**src/rtl/isr_consts.svh**
```systemverilog
// Constants for the two-wire slave register access block
`ifndef ISR_CONSTS_SVH
`define ISR_CONSTS_SVH

// ============================================================
// Bus addressing
`define ISR_SLAVE_ADDR 7'h0a
`define ISR_MODE_TWO_WIRE 2'h2
`define ISR_PTR_W 8
`define ISR_ADDR_W 10
`define ISR_DATA_W 32
`define ISR_WORD_W 42

// ============================================================
// Byte and bit counts
`define ISR_LAST_BIT 3'h7
`define ISR_LAST_BYTE 2'h3
`define ISR_STRAP_WAIT 2'h3

`endif

```
**src/rtl/isr_pkg.sv**
```systemverilog
// Types shared by the two-wire slave register access block
package isr_pkg;

	typedef enum logic [3:0] {
		ISR_IDLE,
		ISR_ADDR,
		ISR_PTR,
		ISR_WDATA,
		ISR_RDATA,
		ISR_ACK_WAIT,
		ISR_ACK_HOLD,
		ISR_RACK_WAIT,
		ISR_RACK,
		ISR_IGNORE
	} isr_state_e;

	typedef logic [7:0] isr_ptr_t;

endpackage

```
**src/rtl/isr_sync.sv**
```systemverilog
// Two-flop synchroniser for the pin inputs
`timescale 1ns/1ps

module isr_sync #(
	parameter int W = 4
) (
	input wire logic clk,
	input wire logic rst,
	input wire logic [W-1:0] d,
	output logic [W-1:0] q
);

	logic [W-1:0] meta_q;

	// ============================================================
	// First stage feeds only the second stage
	always_ff @(posedge clk or posedge rst) begin
		if (rst) begin
			meta_q <= '0;
			q <= '0;
		end else begin
			meta_q <= d;
			q <= meta_q;
		end
	end

endmodule // isr_sync

```
**src/rtl/isr_buf.sv**
```systemverilog
// Two-entry write buffer between the serial side and the register file
`timescale 1ns/1ps

module isr_buf #(
	parameter int W = 42
) (
	input wire logic clk,
	input wire logic rst,
	input wire logic in_valid,
	output logic in_ready,
	input wire logic [W-1:0] in_data,
	output logic out_valid,
	input wire logic out_ready,
	output logic [W-1:0] out_data
);

	logic hv_q, hv_d, tv_q, tv_d;
	logic [W-1:0] tail_q, tail_d, head_d;
	logic pop, push;

	// ============================================================
	// Head entry is the output so the port comes from a flop
	always_comb begin
		in_ready = ~tv_q;
		pop = hv_q & out_ready;
		push = in_valid & ~tv_q;
		hv_d = hv_q;
		tv_d = tv_q;
		head_d = out_data;
		tail_d = tail_q;
		if (pop) begin
			hv_d = tv_q;
			head_d = tail_q;
			tv_d = 1'b0;
		end
		if (push) begin
			if (!hv_d) begin
				hv_d = 1'b1;
				head_d = in_data;
			end else begin
				tv_d = 1'b1;
				tail_d = in_data;
			end
		end
	end

	always_ff @(posedge clk or posedge rst) begin
		if (rst) begin
			hv_q <= 1'b0;
			tv_q <= 1'b0;
			out_data <= '0;
			tail_q <= '0;
		end else begin
			hv_q <= hv_d;
			tv_q <= tv_d;
			out_data <= head_d;
			tail_q <= tail_d;
		end
	end

	assign out_valid = hv_q;

endmodule // isr_buf

```
**src/rtl/isr_slave.sv**
```systemverilog
// Two-wire slave giving an outside master access to the 32-bit registers
`timescale 1ns/1ps
`include "isr_consts.svh"

// What this block does
// - Slave enabled only when mode strap equals 10b
// - Works with 100 kHz and 400 kHz clocks
// - Match seven address bits, acknowledge, eighth selects direction
// - Mismatch: no acknowledge, ignore until next start
// - Pointer byte alone then start/stop loads pointer
// - Pointer is word index; byte address appends 00
// - Bits and bytes go most significant first
// - Read sends four bytes; single read keeps pointer
// - Fourth byte acked: pointer wraps upward, next register
// - Multiple read increments pointer for every register
// - Nack on bytes one to three stops sending
// - Start or stop mid-read aborts and resynchronises
// - Register snapshot taken before each 32-bit read
// - Clear-on-read only after all 32 bits sent
// - Unused locations read as zero
// - During reset the interface gives no valid data
// - Every write byte acknowledged except a word's fourth byte when the buffer is full; single write keeps pointer
// - Further write bytes advance pointer, including last register
// - Write committed only after full 32 bits
// - Start or stop mid-write abandons, decodes fresh
module isr_slave (
	input wire logic mclk,
	input wire logic rst,
	input wire logic scl_i,
	input wire logic sda_i,
	input wire logic [1:0] mode_strap,
	output logic sda_o,
	output logic sda_oe,
	output logic rd_req,
	output logic [`ISR_ADDR_W-1:0] rd_addr,
	input wire logic rd_ack,
	input wire logic rd_hit,
	input wire logic [`ISR_DATA_W-1:0] rd_data,
	output logic rd_done,
	output logic [`ISR_ADDR_W-1:0] rd_done_addr,
	output logic wr_valid,
	input wire logic wr_ready,
	output logic [`ISR_ADDR_W-1:0] wr_addr,
	output logic [`ISR_DATA_W-1:0] wr_data
);

	// ============================================================
	// Helpers
	function automatic isr_pkg::isr_ptr_t ptr_inc(input isr_pkg::isr_ptr_t p);
		ptr_inc = p + 8'h01;
	endfunction

	function automatic logic [`ISR_ADDR_W-1:0] byte_addr(input isr_pkg::isr_ptr_t p);
		byte_addr = {p, 2'h0};
	endfunction

	// ============================================================
	// Pin sampling and line events
	logic [3:0] sy;
	logic scl, sda, scl_p_q, sda_p_q;
	logic rise, fall, start_ev, stop_ev;

	// Sampling at 10 MHz leaves several cycles per fast-mode phase
	isr_sync #(.W(4)) u_sync (
		.clk(mclk),
		.rst(rst),
		.d({mode_strap, scl_i, sda_i}),
		.q(sy)
	);

	assign scl = sy[1];
	assign sda = sy[0];
	assign rise = scl & ~scl_p_q;
	assign fall = ~scl & scl_p_q;
	assign start_ev = scl & scl_p_q & sda_p_q & ~sda;
	assign stop_ev = scl & scl_p_q & ~sda_p_q & sda;

	// ============================================================
	// State
	isr_pkg::isr_state_e st_q, st_d, nxt_q, nxt_d;
	logic [2:0] cnt_q, cnt_d;
	logic [1:0] bi_q, bi_d, cap_q, cap_d;
	logic [7:0] sh_q, sh_d;
	isr_pkg::isr_ptr_t ptr_q, ptr_d;
	logic [`ISR_DATA_W-1:0] snap_q, snap_d, tx_q, tx_d, wacc_q, wacc_d;
	logic en_q, en_d, first_q, first_d, wr1_q, wr1_d, ack_q, ack_d;
	logic oe_d, rdreq_d, done_d;
	logic [`ISR_ADDR_W-1:0] rdaddr_d, doneaddr_d;
	logic [7:0] byte_in;
	logic push, buf_ready;
	logic [`ISR_WORD_W-1:0] push_word;

	assign byte_in = {sh_q[6:0], sda};
	assign push_word = {byte_addr(ptr_q), wacc_q[23:0], byte_in};

	always_comb begin
		st_d = st_q;
		nxt_d = nxt_q;
		cnt_d = cnt_q;
		bi_d = bi_q;
		cap_d = cap_q;
		sh_d = sh_q;
		ptr_d = ptr_q;
		snap_d = snap_q;
		tx_d = tx_q;
		wacc_d = wacc_q;
		en_d = en_q;
		first_d = first_q;
		wr1_d = wr1_q;
		ack_d = ack_q;
		oe_d = sda_oe;
		rdreq_d = 1'b0;
		rdaddr_d = rd_addr;
		done_d = 1'b0;
		doneaddr_d = rd_done_addr;
		push = 1'b0;

		// Strap caught once, after the synchroniser has filled
		if (cap_q != `ISR_STRAP_WAIT) begin
			cap_d = cap_q + 2'h1;
			if (cap_d == `ISR_STRAP_WAIT) begin
				en_d = (sy[3:2] == `ISR_MODE_TWO_WIRE);
			end
		end

		// Snapshot arrives from the register file
		if (rd_ack) begin
			snap_d = rd_hit ? rd_data : '0;
		end

		if (!en_q) begin
			st_d = isr_pkg::ISR_IDLE;
		end else if (start_ev) begin
			st_d = isr_pkg::ISR_ADDR;
			cnt_d = 3'h0;
			oe_d = 1'b0;
		end else if (stop_ev) begin
			st_d = isr_pkg::ISR_IDLE;
			oe_d = 1'b0;
		end else begin
			case (st_q)
				isr_pkg::ISR_ADDR, isr_pkg::ISR_PTR, isr_pkg::ISR_WDATA: begin
					if (rise) begin
						sh_d = byte_in;
						cnt_d = cnt_q + 3'h1;
						if (cnt_q == `ISR_LAST_BIT) begin
							st_d = isr_pkg::ISR_ACK_WAIT;
							ack_d = 1'b1;
							if (st_q == isr_pkg::ISR_ADDR) begin
								if (sh_q[6:0] == `ISR_SLAVE_ADDR) begin
									nxt_d = sda ? isr_pkg::ISR_RDATA : isr_pkg::ISR_PTR;
									bi_d = 2'h0;
									first_d = 1'b1;
									if (sda) begin
										rdreq_d = 1'b1;
										rdaddr_d = byte_addr(ptr_q);
									end
								end else begin
									st_d = isr_pkg::ISR_IGNORE;
								end
							end else if (st_q == isr_pkg::ISR_PTR) begin
								ptr_d = byte_in;
								nxt_d = isr_pkg::ISR_WDATA;
								bi_d = 2'h0;
								first_d = 1'b1;
								wr1_d = 1'b0;
							end else begin
								nxt_d = isr_pkg::ISR_WDATA;
								wacc_d = {wacc_q[23:0], byte_in};
								bi_d = bi_q + 2'h1;
								if (bi_q == `ISR_LAST_BYTE) begin
									if (buf_ready) begin
										push = 1'b1;
										if (first_q) begin
											wr1_d = 1'b1;
										end else begin
											ptr_d = ptr_inc(ptr_q);
										end
									end else begin
										// Buffer full: refuse the word rather than lose it
										st_d = isr_pkg::ISR_IGNORE;
									end
								end else if (bi_q == 2'h0 && first_q && wr1_q) begin
									ptr_d = ptr_inc(ptr_q);
									first_d = 1'b0;
								end
							end
						end
					end
				end
				isr_pkg::ISR_ACK_WAIT: begin
					if (fall) begin
						oe_d = ack_q;
						st_d = isr_pkg::ISR_ACK_HOLD;
					end
				end
				isr_pkg::ISR_ACK_HOLD: begin
					if (fall) begin
						st_d = nxt_q;
						cnt_d = 3'h0;
						oe_d = 1'b0;
						if (nxt_q == isr_pkg::ISR_RDATA) begin
							tx_d = snap_q;
							oe_d = ~snap_q[31];
						end
					end
				end
				isr_pkg::ISR_RDATA: begin
					if (fall) begin
						oe_d = ~tx_q[31];
					end else if (rise) begin
						tx_d = {tx_q[30:0], 1'b0};
						cnt_d = cnt_q + 3'h1;
						if (cnt_q == `ISR_LAST_BIT) begin
							st_d = isr_pkg::ISR_RACK_WAIT;
							if (bi_q == `ISR_LAST_BYTE) begin
								// Prefetch so the next word is ready for its first bit
								rdreq_d = 1'b1;
								rdaddr_d = byte_addr(ptr_inc(ptr_q));
							end
						end
					end
				end
				isr_pkg::ISR_RACK_WAIT: begin
					if (fall) begin
						oe_d = 1'b0;
						st_d = isr_pkg::ISR_RACK;
					end
				end
				isr_pkg::ISR_RACK: begin
					if (rise) begin
						bi_d = bi_q + 2'h1;
						if (bi_q == `ISR_LAST_BYTE) begin
							done_d = 1'b1;
							doneaddr_d = byte_addr(ptr_q);
						end
						if (!sda) begin
							st_d = isr_pkg::ISR_RDATA;
							if (bi_q == `ISR_LAST_BYTE) begin
								ptr_d = ptr_inc(ptr_q);
								first_d = 1'b0;
								tx_d = snap_q;
							end
						end else begin
							st_d = isr_pkg::ISR_IGNORE;
							if (bi_q == `ISR_LAST_BYTE && !first_q) begin
								ptr_d = ptr_inc(ptr_q);
							end
						end
					end
				end
				isr_pkg::ISR_IGNORE: begin
					oe_d = 1'b0;
				end
				isr_pkg::ISR_IDLE: begin
					oe_d = 1'b0;
				end
				default: begin
					st_d = isr_pkg::ISR_IDLE;
					oe_d = 1'b0;
				end
			endcase
		end
	end

	// Everything idles and releases the line while reset is held
	always_ff @(posedge mclk or posedge rst) begin
		if (rst) begin
			scl_p_q <= 1'b1;
			sda_p_q <= 1'b1;
			st_q <= isr_pkg::ISR_IDLE;
			nxt_q <= isr_pkg::ISR_IDLE;
			cnt_q <= 3'h0;
			bi_q <= 2'h0;
			cap_q <= 2'h0;
			sh_q <= 8'h00;
			ptr_q <= 8'h00;
			snap_q <= '0;
			tx_q <= '0;
			wacc_q <= '0;
			en_q <= 1'b0;
			first_q <= 1'b0;
			wr1_q <= 1'b0;
			ack_q <= 1'b0;
			sda_o <= 1'b0;
			sda_oe <= 1'b0;
			rd_req <= 1'b0;
			rd_addr <= '0;
			rd_done <= 1'b0;
			rd_done_addr <= '0;
		end else begin
			scl_p_q <= scl;
			sda_p_q <= sda;
			st_q <= st_d;
			nxt_q <= nxt_d;
			cnt_q <= cnt_d;
			bi_q <= bi_d;
			cap_q <= cap_d;
			sh_q <= sh_d;
			ptr_q <= ptr_d;
			snap_q <= snap_d;
			tx_q <= tx_d;
			wacc_q <= wacc_d;
			en_q <= en_d;
			first_q <= first_d;
			wr1_q <= wr1_d;
			ack_q <= ack_d;
			sda_o <= 1'b0;
			sda_oe <= oe_d;
			rd_req <= rdreq_d;
			rd_addr <= rdaddr_d;
			rd_done <= done_d;
			rd_done_addr <= doneaddr_d;
		end
	end

	// ============================================================
	// Committed writes wait here while the register file is busy
	isr_buf #(.W(`ISR_WORD_W)) u_buf (
		.clk(mclk),
		.rst(rst),
		.in_valid(push),
		.in_ready(buf_ready),
		.in_data(push_word),
		.out_valid(wr_valid),
		.out_ready(wr_ready),
		.out_data({wr_addr, wr_data})
	);

endmodule // isr_slave

```
**config.mk**
```make
export PLATFORM = sky130hd
export DESIGN_NAME = isr_slave
export DESIGN_NICKNAME = d
export VERILOG_FILES = /design/src/rtl/isr_pkg.sv /design/src/rtl/isr_sync.sv /design/src/rtl/isr_buf.sv /design/src/rtl/isr_slave.sv
export VERILOG_INCLUDE_DIRS = /design/src /design/src/rtl
export SDC_FILE = /design/constraint.sdc
export NUM_CORES = 1
export LEC_CHECK = 0
export ABC_AREA = 0
export BUFFER_PORTS_ARGS = -buffer_cell sky130_fd_sc_hd__buf_2
export CORE_MARGIN = 2
export CORE_UTILIZATION = 55
export DETAILED_ROUTE_END_ITERATION = 10
export PLACE_DENSITY_LB_ADDON = 0.2
export SLEW_MARGIN = 10
export SYNTH_ARGS = -nofsm -noshare
export SYNTH_HDL_FRONTEND = slang
export SYNTH_SLANG_ARGS = --single-unit
export TNS_END_PERCENT = 100
```
**constraint.sdc**
```tcl
create_clock -name mclk -period 13.7 [get_ports mclk]
set_clock_uncertainty 0.1 [all_clocks]
set_input_delay 2.74 -clock mclk [delete_from_list [all_inputs] [get_ports mclk]]
set_output_delay 2.74 -clock mclk [all_outputs]
set_load 0.02 [all_outputs]
```
==> impl_metrics.yaml, run 1 <==
clock_tree:
  cts_num_sinks: 234
  post-cts-setup-buffers: 0
  cts_hold_buffers: 0
  clk_pin_slew_ns: 0.06
  cts_resized: 0
  cts_tree: "yes"
  clockBufferDepth: 3
  htree_levels: 1
  cts_root_buf: "clkbuf_16"
  clk_latency_ns: 0.51
  cts_made_buffers: 24
job:
  cap_violations: 0
die:
  fp.coreArea_um2: 18800
  dieArea_um2: 20400
  fp-row-count: 50
  die_h_um: 143
  fp.dieW_um: 143
  start_util: 0.564
  ioPinCount: 108
sta:
  maxSlewHeadroom: 0.243
  hold_viol: 0
  finalSetupTns_ns: 0
  slew_viol_final: 0
  max_freq_mhz: 242
  finalSetupViolations: 0
  min_period_ns: 4.14
  period_share: 0.302
  rsz0062_at_grt: "false"
  tightest_slew_ns: 1.14
setup_path:
  crit_cells: 4
  cpPeakStageDelay_ns: 0.97
  path_cells: "buf_2 > and2_1 > nand2_1 > o21ai_0"
  startpoint: "rd_ack"
  critical_path.endpoint: "snap_q[3]"
  path_max_fanout: 33
  rr_startpoint: "st_q[1]"
  worst-path-buf-inv: 1
  timing.rr.end: "u_buf.tail_q[35]"
  r2r_setup_slack_ns: 10.48
  arrival_ns: 4.46
  slowest_stage: "and2_1"
  start_kind: "primary input"
  critPathCaptureType: "flop"
  reg2reg_depth: 6
  critical_path.top_delay_family: "simple AND/OR/NAND/NOR gates"
  cp.required_ns: 14.02
  path_class: "in -> reg"
synthesis:
  ys_seq_area_frac: 0.552
  synth_cells: 981
  ys_types: 65
  async_reset_ff_frac: 1.00
  synth_edf_count: 0
  syn_avg_cell_area_um2: 10.8
  yosys_warnings: 0
  ys.flop_type: "dfrtp_1"
  syn-cell-area_um2: 10600
  synth_seq_cells: 234
layout:
  nets: 1100
  fin_util: 0.640
  area_growth_pct: 13.6
  fillers: 1533
  drive_gt1_frac: 0.268
  diodes: 0
placed_design:
  numPortBuffers: 102
  routabilityCongestion: 0.870
  hpwl_um: 13300
global_routing:
  grt_pass1_wl_um: 35800
  grt_max_degree: 103
  grt-ovfl-total: 0
  antenna_found_initial: 0
  track_usage: 0.215
  grt_pass1_vias: 6916
drt:
  dr.pass1.iters: 5
  drtIter0Drc: 418
  vias: 7141
  routed_wl_um: 21400
  antenna_left: 0
  route.detailed.wl_per_inst_um: 16.1
  drc: 0
  drt-vias-per-instance: 5.37
power:
  vdd_drop_max_uv: 99.4
  leakagePower_nw: 6.10
  powerDensity_nw_per_um2: 123
min_path:
  holdCritPathClass: "reg -> reg"
outcome:
  status: "finished clean"
-- stage by stage --
step	setup WS [ns]	hold WS (ns)	instances	cell area, um2	power [mW]
finish	9.56	0.248	1330	12100	1.48
global route	9.28	0.253	1330	12100	1.54
CTS	9.55	0.248	1330	12100	1.50
detailed placement	9.01	0.235	1286	11200	0.772
global placement	9.08	0.232	1286	11200	0.771
floorplan	4.45	0.231	985	10600	0.757
-- cell families after synthesis --
group	after synthesis	synth area share
AND/OR/NAND/NOR	263	0.118
AO/OA/AOI/OAI	215	0.124
other	1	0.000353
buffers and inverters	117	0.0526
XOR/XNOR	11	0.00907
adder cells (fa/ha/maj)	7	0.00825
flip-flops	234	0.552
multiplexers	133	0.136
-- routing by layer --
metal  global-route usage  share of wire  vias up
met5                    0              0        -
met4               0.0464          0.015        0
met3               0.0500          0.061       30
met2                0.342           0.46      160
met1                0.303           0.47     3449
li1                     -              -     3502
-- state kept, by name, indices dropped and copies added, names as in the netlist, 4 cells and up --
signal,flops
wacc_q,24
u_buf.tail_q,40
u_sync.meta_q,4
sh_q,7
st_q,4
rd_done_addr,8
u_sync.q,4
ptr_q,8
rd_addr,8
tx_q,32
snap_q,32
u_buf.out_data,42
-- synth_stat cells (9+ instances only) --
master | number | area [um2]
a21oi_1 | 53 | 265
a21oi_2 | 28 | 245
buf_2 | 12 | 60.1
buf_6 | 10 | 113
clkbuf_1 | 33 | 124
dfrtp_1 | 232 | 5810
inv_1 | 49 | 184
mux2_2 | 87 | 980
mux2i_1 | 45 | 450
nand2_1 | 109 | 409
nand3_1 | 11 | 55.1
nand4_1 | 9 | 56.3
nor2_1 | 78 | 293
o21ai_0 | 88 | 440
-- report_power, final --
group	switching [mW]	total, mW	leakage (nW)	internal [mW]
combinational	0.0353	0.0508	2.46	0.0155
clock	0.263	0.722	0.438	0.459
sequential	0.00542	0.708	3.20	0.702
-- final cells by class --
type / count / area, um2 / area share
Sequential cell: 234 / 5860 / 0.486
Multi-Input combinational cell: 634 / 4230 / 0.350
Clock buffer: 35 / 723 / 0.0600
Timing Repair Buffer: 109 / 563 / 0.0467
Tap cell: 260 / 325 / 0.0270
Inverter: 49 / 191 / 0.0159
Clock inverter: 9 / 173 / 0.0143
-- how the worst min path moves through the flow --
stage | from | endpoint | slack, ns | cells after the start
after floorplan | u_sync.meta_q[0] | u_sync.q[0] | 0.23 | 0
after global placement | u_sync.meta_q[2] | u_sync.q[2] | 0.23 | 0
after detailed placement | u_sync.meta_q[0] | u_sync.q[0] | 0.23 | 0
after CTS | u_sync.meta_q[0] | u_sync.q[0] | 0.25 | 0
after global routing | u_sync.meta_q[0] | u_sync.q[0] | 0.25 | 0
final | u_sync.meta_q[0] | u_sync.q[0] | 0.25 | 0
-- cells in the final DEF (no fill, tap or decap), types with 4 or more instances in the layout --
cell type,instances
dfrtp_1,232
nand2_1,108
buf_2,102
o21ai_0,88
mux2_2,87
nor2_1,77
a21oi_1,53
inv_1,48
mux2i_1,45
a21oi_2,28
clkbuf_16,25
nand3_1,11
nand4_1,9
o21ai_1,8
xnor2_1,7
ha_1,7
buf_4,7
nor3b_1,6
nand2b_1,6
clkbuf_8,6
and3_1,5
nor3_1,5
a31oi_1,5
nor2_2,5
conb_1,5
bufinv_16,5
nor2b_1,4
o2bb2ai_1,4
o211ai_1,4
xor2_1,4
nand3b_1,4
clkbuf_1,4
(Power assumes the default switching activity.)
==> run 2, diff against run 1 <==
--- a/config.mk
+++ b/config.mk
@@ -9,7 +9,7 @@
 export ABC_AREA = 0
 export BUFFER_PORTS_ARGS = -buffer_cell sky130_fd_sc_hd__buf_2
 export CORE_MARGIN = 2
-export CORE_UTILIZATION = 55
+export CORE_UTILIZATION = 53
 export DETAILED_ROUTE_END_ITERATION = 10
 export PLACE_DENSITY_LB_ADDON = 0.2
 export SLEW_MARGIN = 10
==> constraint.sdc (replaced) <==
create_clock -name mclk -period 3.43 [get_ports mclk]
set_clock_uncertainty 0.1 [all_clocks]
set_input_delay 0.686 -clock mclk [delete_from_list [all_inputs] [get_ports mclk]]
set_output_delay 0.686 -clock mclk [all_outputs]
set_load 0.02 [all_outputs]
==> impl_metrics.yaml, run 2 (synthesis results as in run 1) <==
outcome:
  status: "finished clean"
die:
  fp-row-count: 51
  dieArea_um2: 21200
  fp.dieW_um: 146
  ioPinCount: 108
  fp.coreArea_um2: 19600
  start_util: 0.542
  die_h_um: 146
layout:
  layout_commonest_cell: "dfrtp_1"
  registers.top_by_ff_count: "u_buf.out_data"
  reg_top3: "u_buf.out_data: 42 flops, u_buf.tail_q: 40 flops"
  area_growth_pct: 14.1
  drive_gt1_frac: 0.275
  nets: 1111
  final_cell_mix: "232 x dfrtp_1, 108 x nand2_1, 102 x buf_2"
  diodes: 0
  largest_register_ffs: 42
sta:
  slew_viol_final: 0
  rsz0062_at_grt: "false"
  maxSlewHeadroom: 0.454
  min_period_ns: 2.63
  max_freq_mhz: 380
  finalSetupViolations: 0
  tightest_slew_ns: 0.818
  hold_viol: 0
  setup_slack_ns: 0.796
  period_share: 0.768
placed_design:
  hpwl_um: 14600
  pre_cts_ws_ns: 0.856
  numPortBuffers: 102
  routabilityCongestion: 0.902
clock_tree:
  cts_tree: "yes"
  clk_latency_ns: 0.52
  cts_made_buffers: 25
  clk_pin_slew_ns: 0.06
  post-cts-setup-buffers: 0
  cts_resized: 0
  cts_num_sinks: 234
  clockBufferDepth: 3
  cts_hold_buffers: 0
  htree_levels: 1
  cts_root_buf: "clkbuf_16"
drt:
  antenna_left: 0
  routed_wl_um: 22300
  vias: 7256
  dr.pass1.iters: 4
  drt-vias-per-instance: 5.41
  route.detailed.wl_per_inst_um: 16.6
  drc: 0
  drtIter0Drc: 420
power:
  leakagePower_nw: 6.11
  powerDensity_nw_per_um2: 458
  vdd_drop_max_uv: 353
  power_mw: 5.54
setup_path:
  start_kind: "flop"
  path_class: "reg -> reg"
  path_cells: "buf_4 > or3b_1 > a221oi_1 > o21a_1 > mux2i_1"
  cp.required_ns: 3.77
  cpPeakStageDelay_ns: 0.67
  slowest_stage: "dfrtp_1"
  arrival_ns: 2.98
  path_max_fanout: 15
  critPathCaptureType: "flop"
global_routing:
  grt_pass1_wl_um: 37600
  track_usage: 0.214
  antenna_found_initial: 0
  grt_pass1_vias: 7151
  grt_max_degree: 83
  grt-ovfl-total: 0
job:
  cap_violations: 0
min_path:
  holdCritPathClass: "in -> reg"
run 2: cell count changes in the layout (fill, tap and decap cells not counted):
cell	change
clkbuf_8	-1
inv_6	+1
buf_4	+1
clkbuf_1	-2
clkinvlp_4	+2
buf_12	+9
inv_8	-1
clkinv_2	+3
bufinv_16	-5
run 2: through the flow:
stage	hold WS (ns)	instance area [um2]	utilization	setup TNS, ns	cells
floorplan	0.231	10600	-	-97.04	985
global placement	0.234	11400	0.580	0	1301
detailed placement	0.236	11400	0.580	0	1301
CTS	0.155	12100	0.618	0	1342
global route	0.152	12100	0.618	0	1342
finish	0.169	12100	0.618	0	1342
run 2: final timing paths:
path	startpoint	end	slack [ns]	depth (start not counted)
max	st_q[3]	first_q	0.80	5
min	mode_strap[0]	u_sync.meta_q[2]	0.17	1
max reg2reg	st_q[3]	first_q	0.80	5
min reg2reg	u_sync.meta_q[0]	u_sync.q[0]	0.25	0
max in group asynchronous	rst	tx_q[16]	2.19	3
min in group asynchronous	rst	u_buf.out_data[9]	0.21	2
run 2: report_power, final:
part | internal, mW | leakage (nW) | switching, mW
registers | 2.81 | 3.20 | 0.0186
clock network | 1.43 | 0.375 | 1.07
logic | 0.0705 | 2.54 | 0.146
total | 4.31 | 6.11 | 1.23
run 2: routing by layer:
| metal | up-vias | global-route usage | share of wire |
|---|---|---|---|
| met5 | - | 0 | 0 |
| met1 | 3522 | 0.306 | 0.46 |
| met2 | 188 | 0.330 | 0.45 |
| li1 | 3512 | - | - |
| met3 | 34 | 0.0536 | 0.069 |
| met4 | 0 | 0.0574 | 0.017 |
run 2: worst max-delay path, delay by kind of cell, from the launching register on:
kind	cells	cell delay, ns
DFF	1	0.67
muxes	1	0.20
AOI/OAI and AO/OA	2	0.84
and+or+nand+nor	1	0.45
buffers and inverters	1	0.29
run 2: final cells by class:
cell class                      instances  area, um2
Timing Repair Buffer                  119        751
Sequential cell                       234       5860
Inverter                               49        188
Tap cell                              265        332
Multi-Input combinational cell        634       4230
Clock inverter                          9       53.8
Fill cell                            1641       7480
Clock buffer                           32        702
==> run 3, diff against run 2 <==
--- a/config.mk
+++ b/config.mk
@@ -9,7 +9,7 @@
 export ABC_AREA = 0
 export BUFFER_PORTS_ARGS = -buffer_cell sky130_fd_sc_hd__buf_2
 export CORE_MARGIN = 2
-export CORE_UTILIZATION = 53
+export CORE_UTILIZATION = 55
 export DETAILED_ROUTE_END_ITERATION = 10
 export PLACE_DENSITY_LB_ADDON = 0.2
 export SLEW_MARGIN = 10
==> constraint.sdc (replaced) <==
create_clock -name mclk -period 2.68 [get_ports mclk]
set_clock_uncertainty 0.1 [all_clocks]
set_input_delay 0.536 -clock mclk [delete_from_list [all_inputs] [get_ports mclk]]
set_output_delay 0.536 -clock mclk [all_outputs]
set_load 0.02 [all_outputs]
==> impl_metrics.yaml, run 3 (synthesis results as in run 1) <==
outcome:
  status: "finished clean"
global_routing:
  track_usage: 0.227
  grt_pass1_vias: 7376
  antenna_found_initial: 0
  use_met2: 0.364
  grt_max_degree: 68
  grt-ovfl-total: 0
  top_usage_layer: "met2"
  met3_usage: 0.0533
  gr-usage-met1: 0.316
  grt_pass1_wl_um: 37500
sta:
  hold_viol: 0
  finalSetupViolations: 0
  slew_viol_final: 0
  rsz0062_at_grt: "false"
  max_freq_mhz: 419
  finalSetupTns_ns: 0
  period_share: 0.891
  maxSlewHeadroom: 0.569
  min_period_ns: 2.39
  tightest_slew_ns: 0.645
  setup_slack_ns: 0.292
die:
  dieArea_um2: 20400
  ioPinCount: 108
  fp-row-count: 50
  fp.dieW_um: 143
  die_h_um: 143
  fp.coreArea_um2: 18800
  start_util: 0.564
placed_design:
  routabilityCongestion: 0.890
  hpwl_um: 14600
  pre_cts_ws_ns: 0.317
  numPortBuffers: 102
  placed_cells: 1321
drt:
  vias: 7378
  route.detailed.wl_per_inst_um: 16.2
  drt-vias-per-instance: 5.42
  drc: 0
  drtIter0Drc: 479
  routed_wl_um: 22100
  dr.pass1.iters: 4
  antenna_left: 0
setup_path:
  crit_top_cell: "nand4_1"
  path_max_fanout: 8
  arrival_ns: 2.68
  cpPeakStageDelay_ns: 0.47
  worst-path-buf-inv: 1
  cp.required_ns: 2.97
  start_kind: "flop"
  slowest_stage: "dfrtp_1"
  path_class: "reg -> reg"
  path_cells: "nor4b_1 > buf_4 > nand4_1 > o21ai_0 > nand4_1 > mux2_2"
  critical_path.top_delay_family: "simple AND/OR/NAND/NOR gates"
  critPathCaptureType: "flop"
job:
  cap_violations: 0
clock_tree:
  htree_levels: 1
  clk_pin_slew_ns: 0.06
  clk_latency_ns: 0.52
  cts_made_buffers: 25
  cts_root_buf: "clkbuf_16"
  post-cts-setup-buffers: 0
  cts_resized: 0
  cts_tree: "yes"
  cts_num_sinks: 234
  clockBufferDepth: 3
layout:
  diodes: 0
  layoutNonFillerInstCount: 1361
  layout_commonest_cell: "dfrtp_1"
  largest_register_ffs: 42
  reg_top3: "u_buf.out_data: 42 flops, u_buf.tail_q: 40 flops"
  final_cell_mix: "232 x dfrtp_1, 108 x nand2_1, 102 x buf_2"
  nets: 1137
  area_growth_pct: 15.6
  fillers: 1513
  regArea_um2: 5860
  registers.top_by_ff_count: "u_buf.out_data"
  multi_input_area_um2: 4230
  drive_gt1_frac: 0.289
power:
  vdd_drop_max_uv: 478
  power_mw: 7.06
  powerDensity_nw_per_um2: 575
  leakagePower_nw: 6.23
min_path:
  holdCritPathClass: "in -> reg"
-- run 3: cell count changes in the layout (fill, tap and decap cells not counted) --
cell           previous run  this run
buf_12                    9         8
buf_4                     8        34
clkbuf_1                  2         3
clkinv_2                  6         3
dlygate4sd3_1             0         1
-- run 3: worst paths after layout --
kind                                  start                to  slack, ns  cells past startpoint
min                                   scl_i  u_sync.meta_q[1]       0.03                      1
min reg2reg                u_sync.meta_q[0]       u_sync.q[0]       0.25                      0
max reg2reg                         sh_q[4]        rd_addr[9]       0.29                      6
max in group asynchronous               rst           sda_p_q       1.33                      4
max                                 sh_q[4]        rd_addr[9]       0.29                      6
min in group asynchronous               rst   u_buf.tail_q[1]       0.44                      3
-- run 3: power by group --
part / total [mW] / internal (mW) / switching [mW]
Sequential: 3.61 / 3.59 / 0.0217
Combinational: 0.285 / 0.0956 / 0.189
Clock: 3.16 / 1.83 / 1.33
-- run 3: cell type report --
class,count,share of cell area
flip-flops and latches,234,0.477
multi-input cells,634,0.344
repair buffers,145,0.0762
clock buffers,33,0.0575
well taps,260,0.0265
inverters,49,0.0153
clock inverters,6,0.00316
-- run 3: timing repair --
item / CTS / global route
endpoints found under the setup margin: 0 / 0
hold endpoints to repair: 5 / 0
hold buffers: 1 / 0
-- run 3: per-stage QoR --
stage	hold slack [ns]	area [um2]	util
final	0.0286	12300	0.652
after global routing	0.0139	12300	0.652
after CTS	0.0104	12300	0.652
after detailed placement	0.237	11500	0.612
after global placement	0.233	11500	0.612
after floorplan	0.231	10600	-
-- run 3: routing by layer --
metal,up-vias,wire length (um),part of all wire
met1,3593,10200,0.46
met3,36,1350,0.061
met4,0,449,0.020
met5,-,0,0
li1,3564,-,-
met2,185,10100,0.46
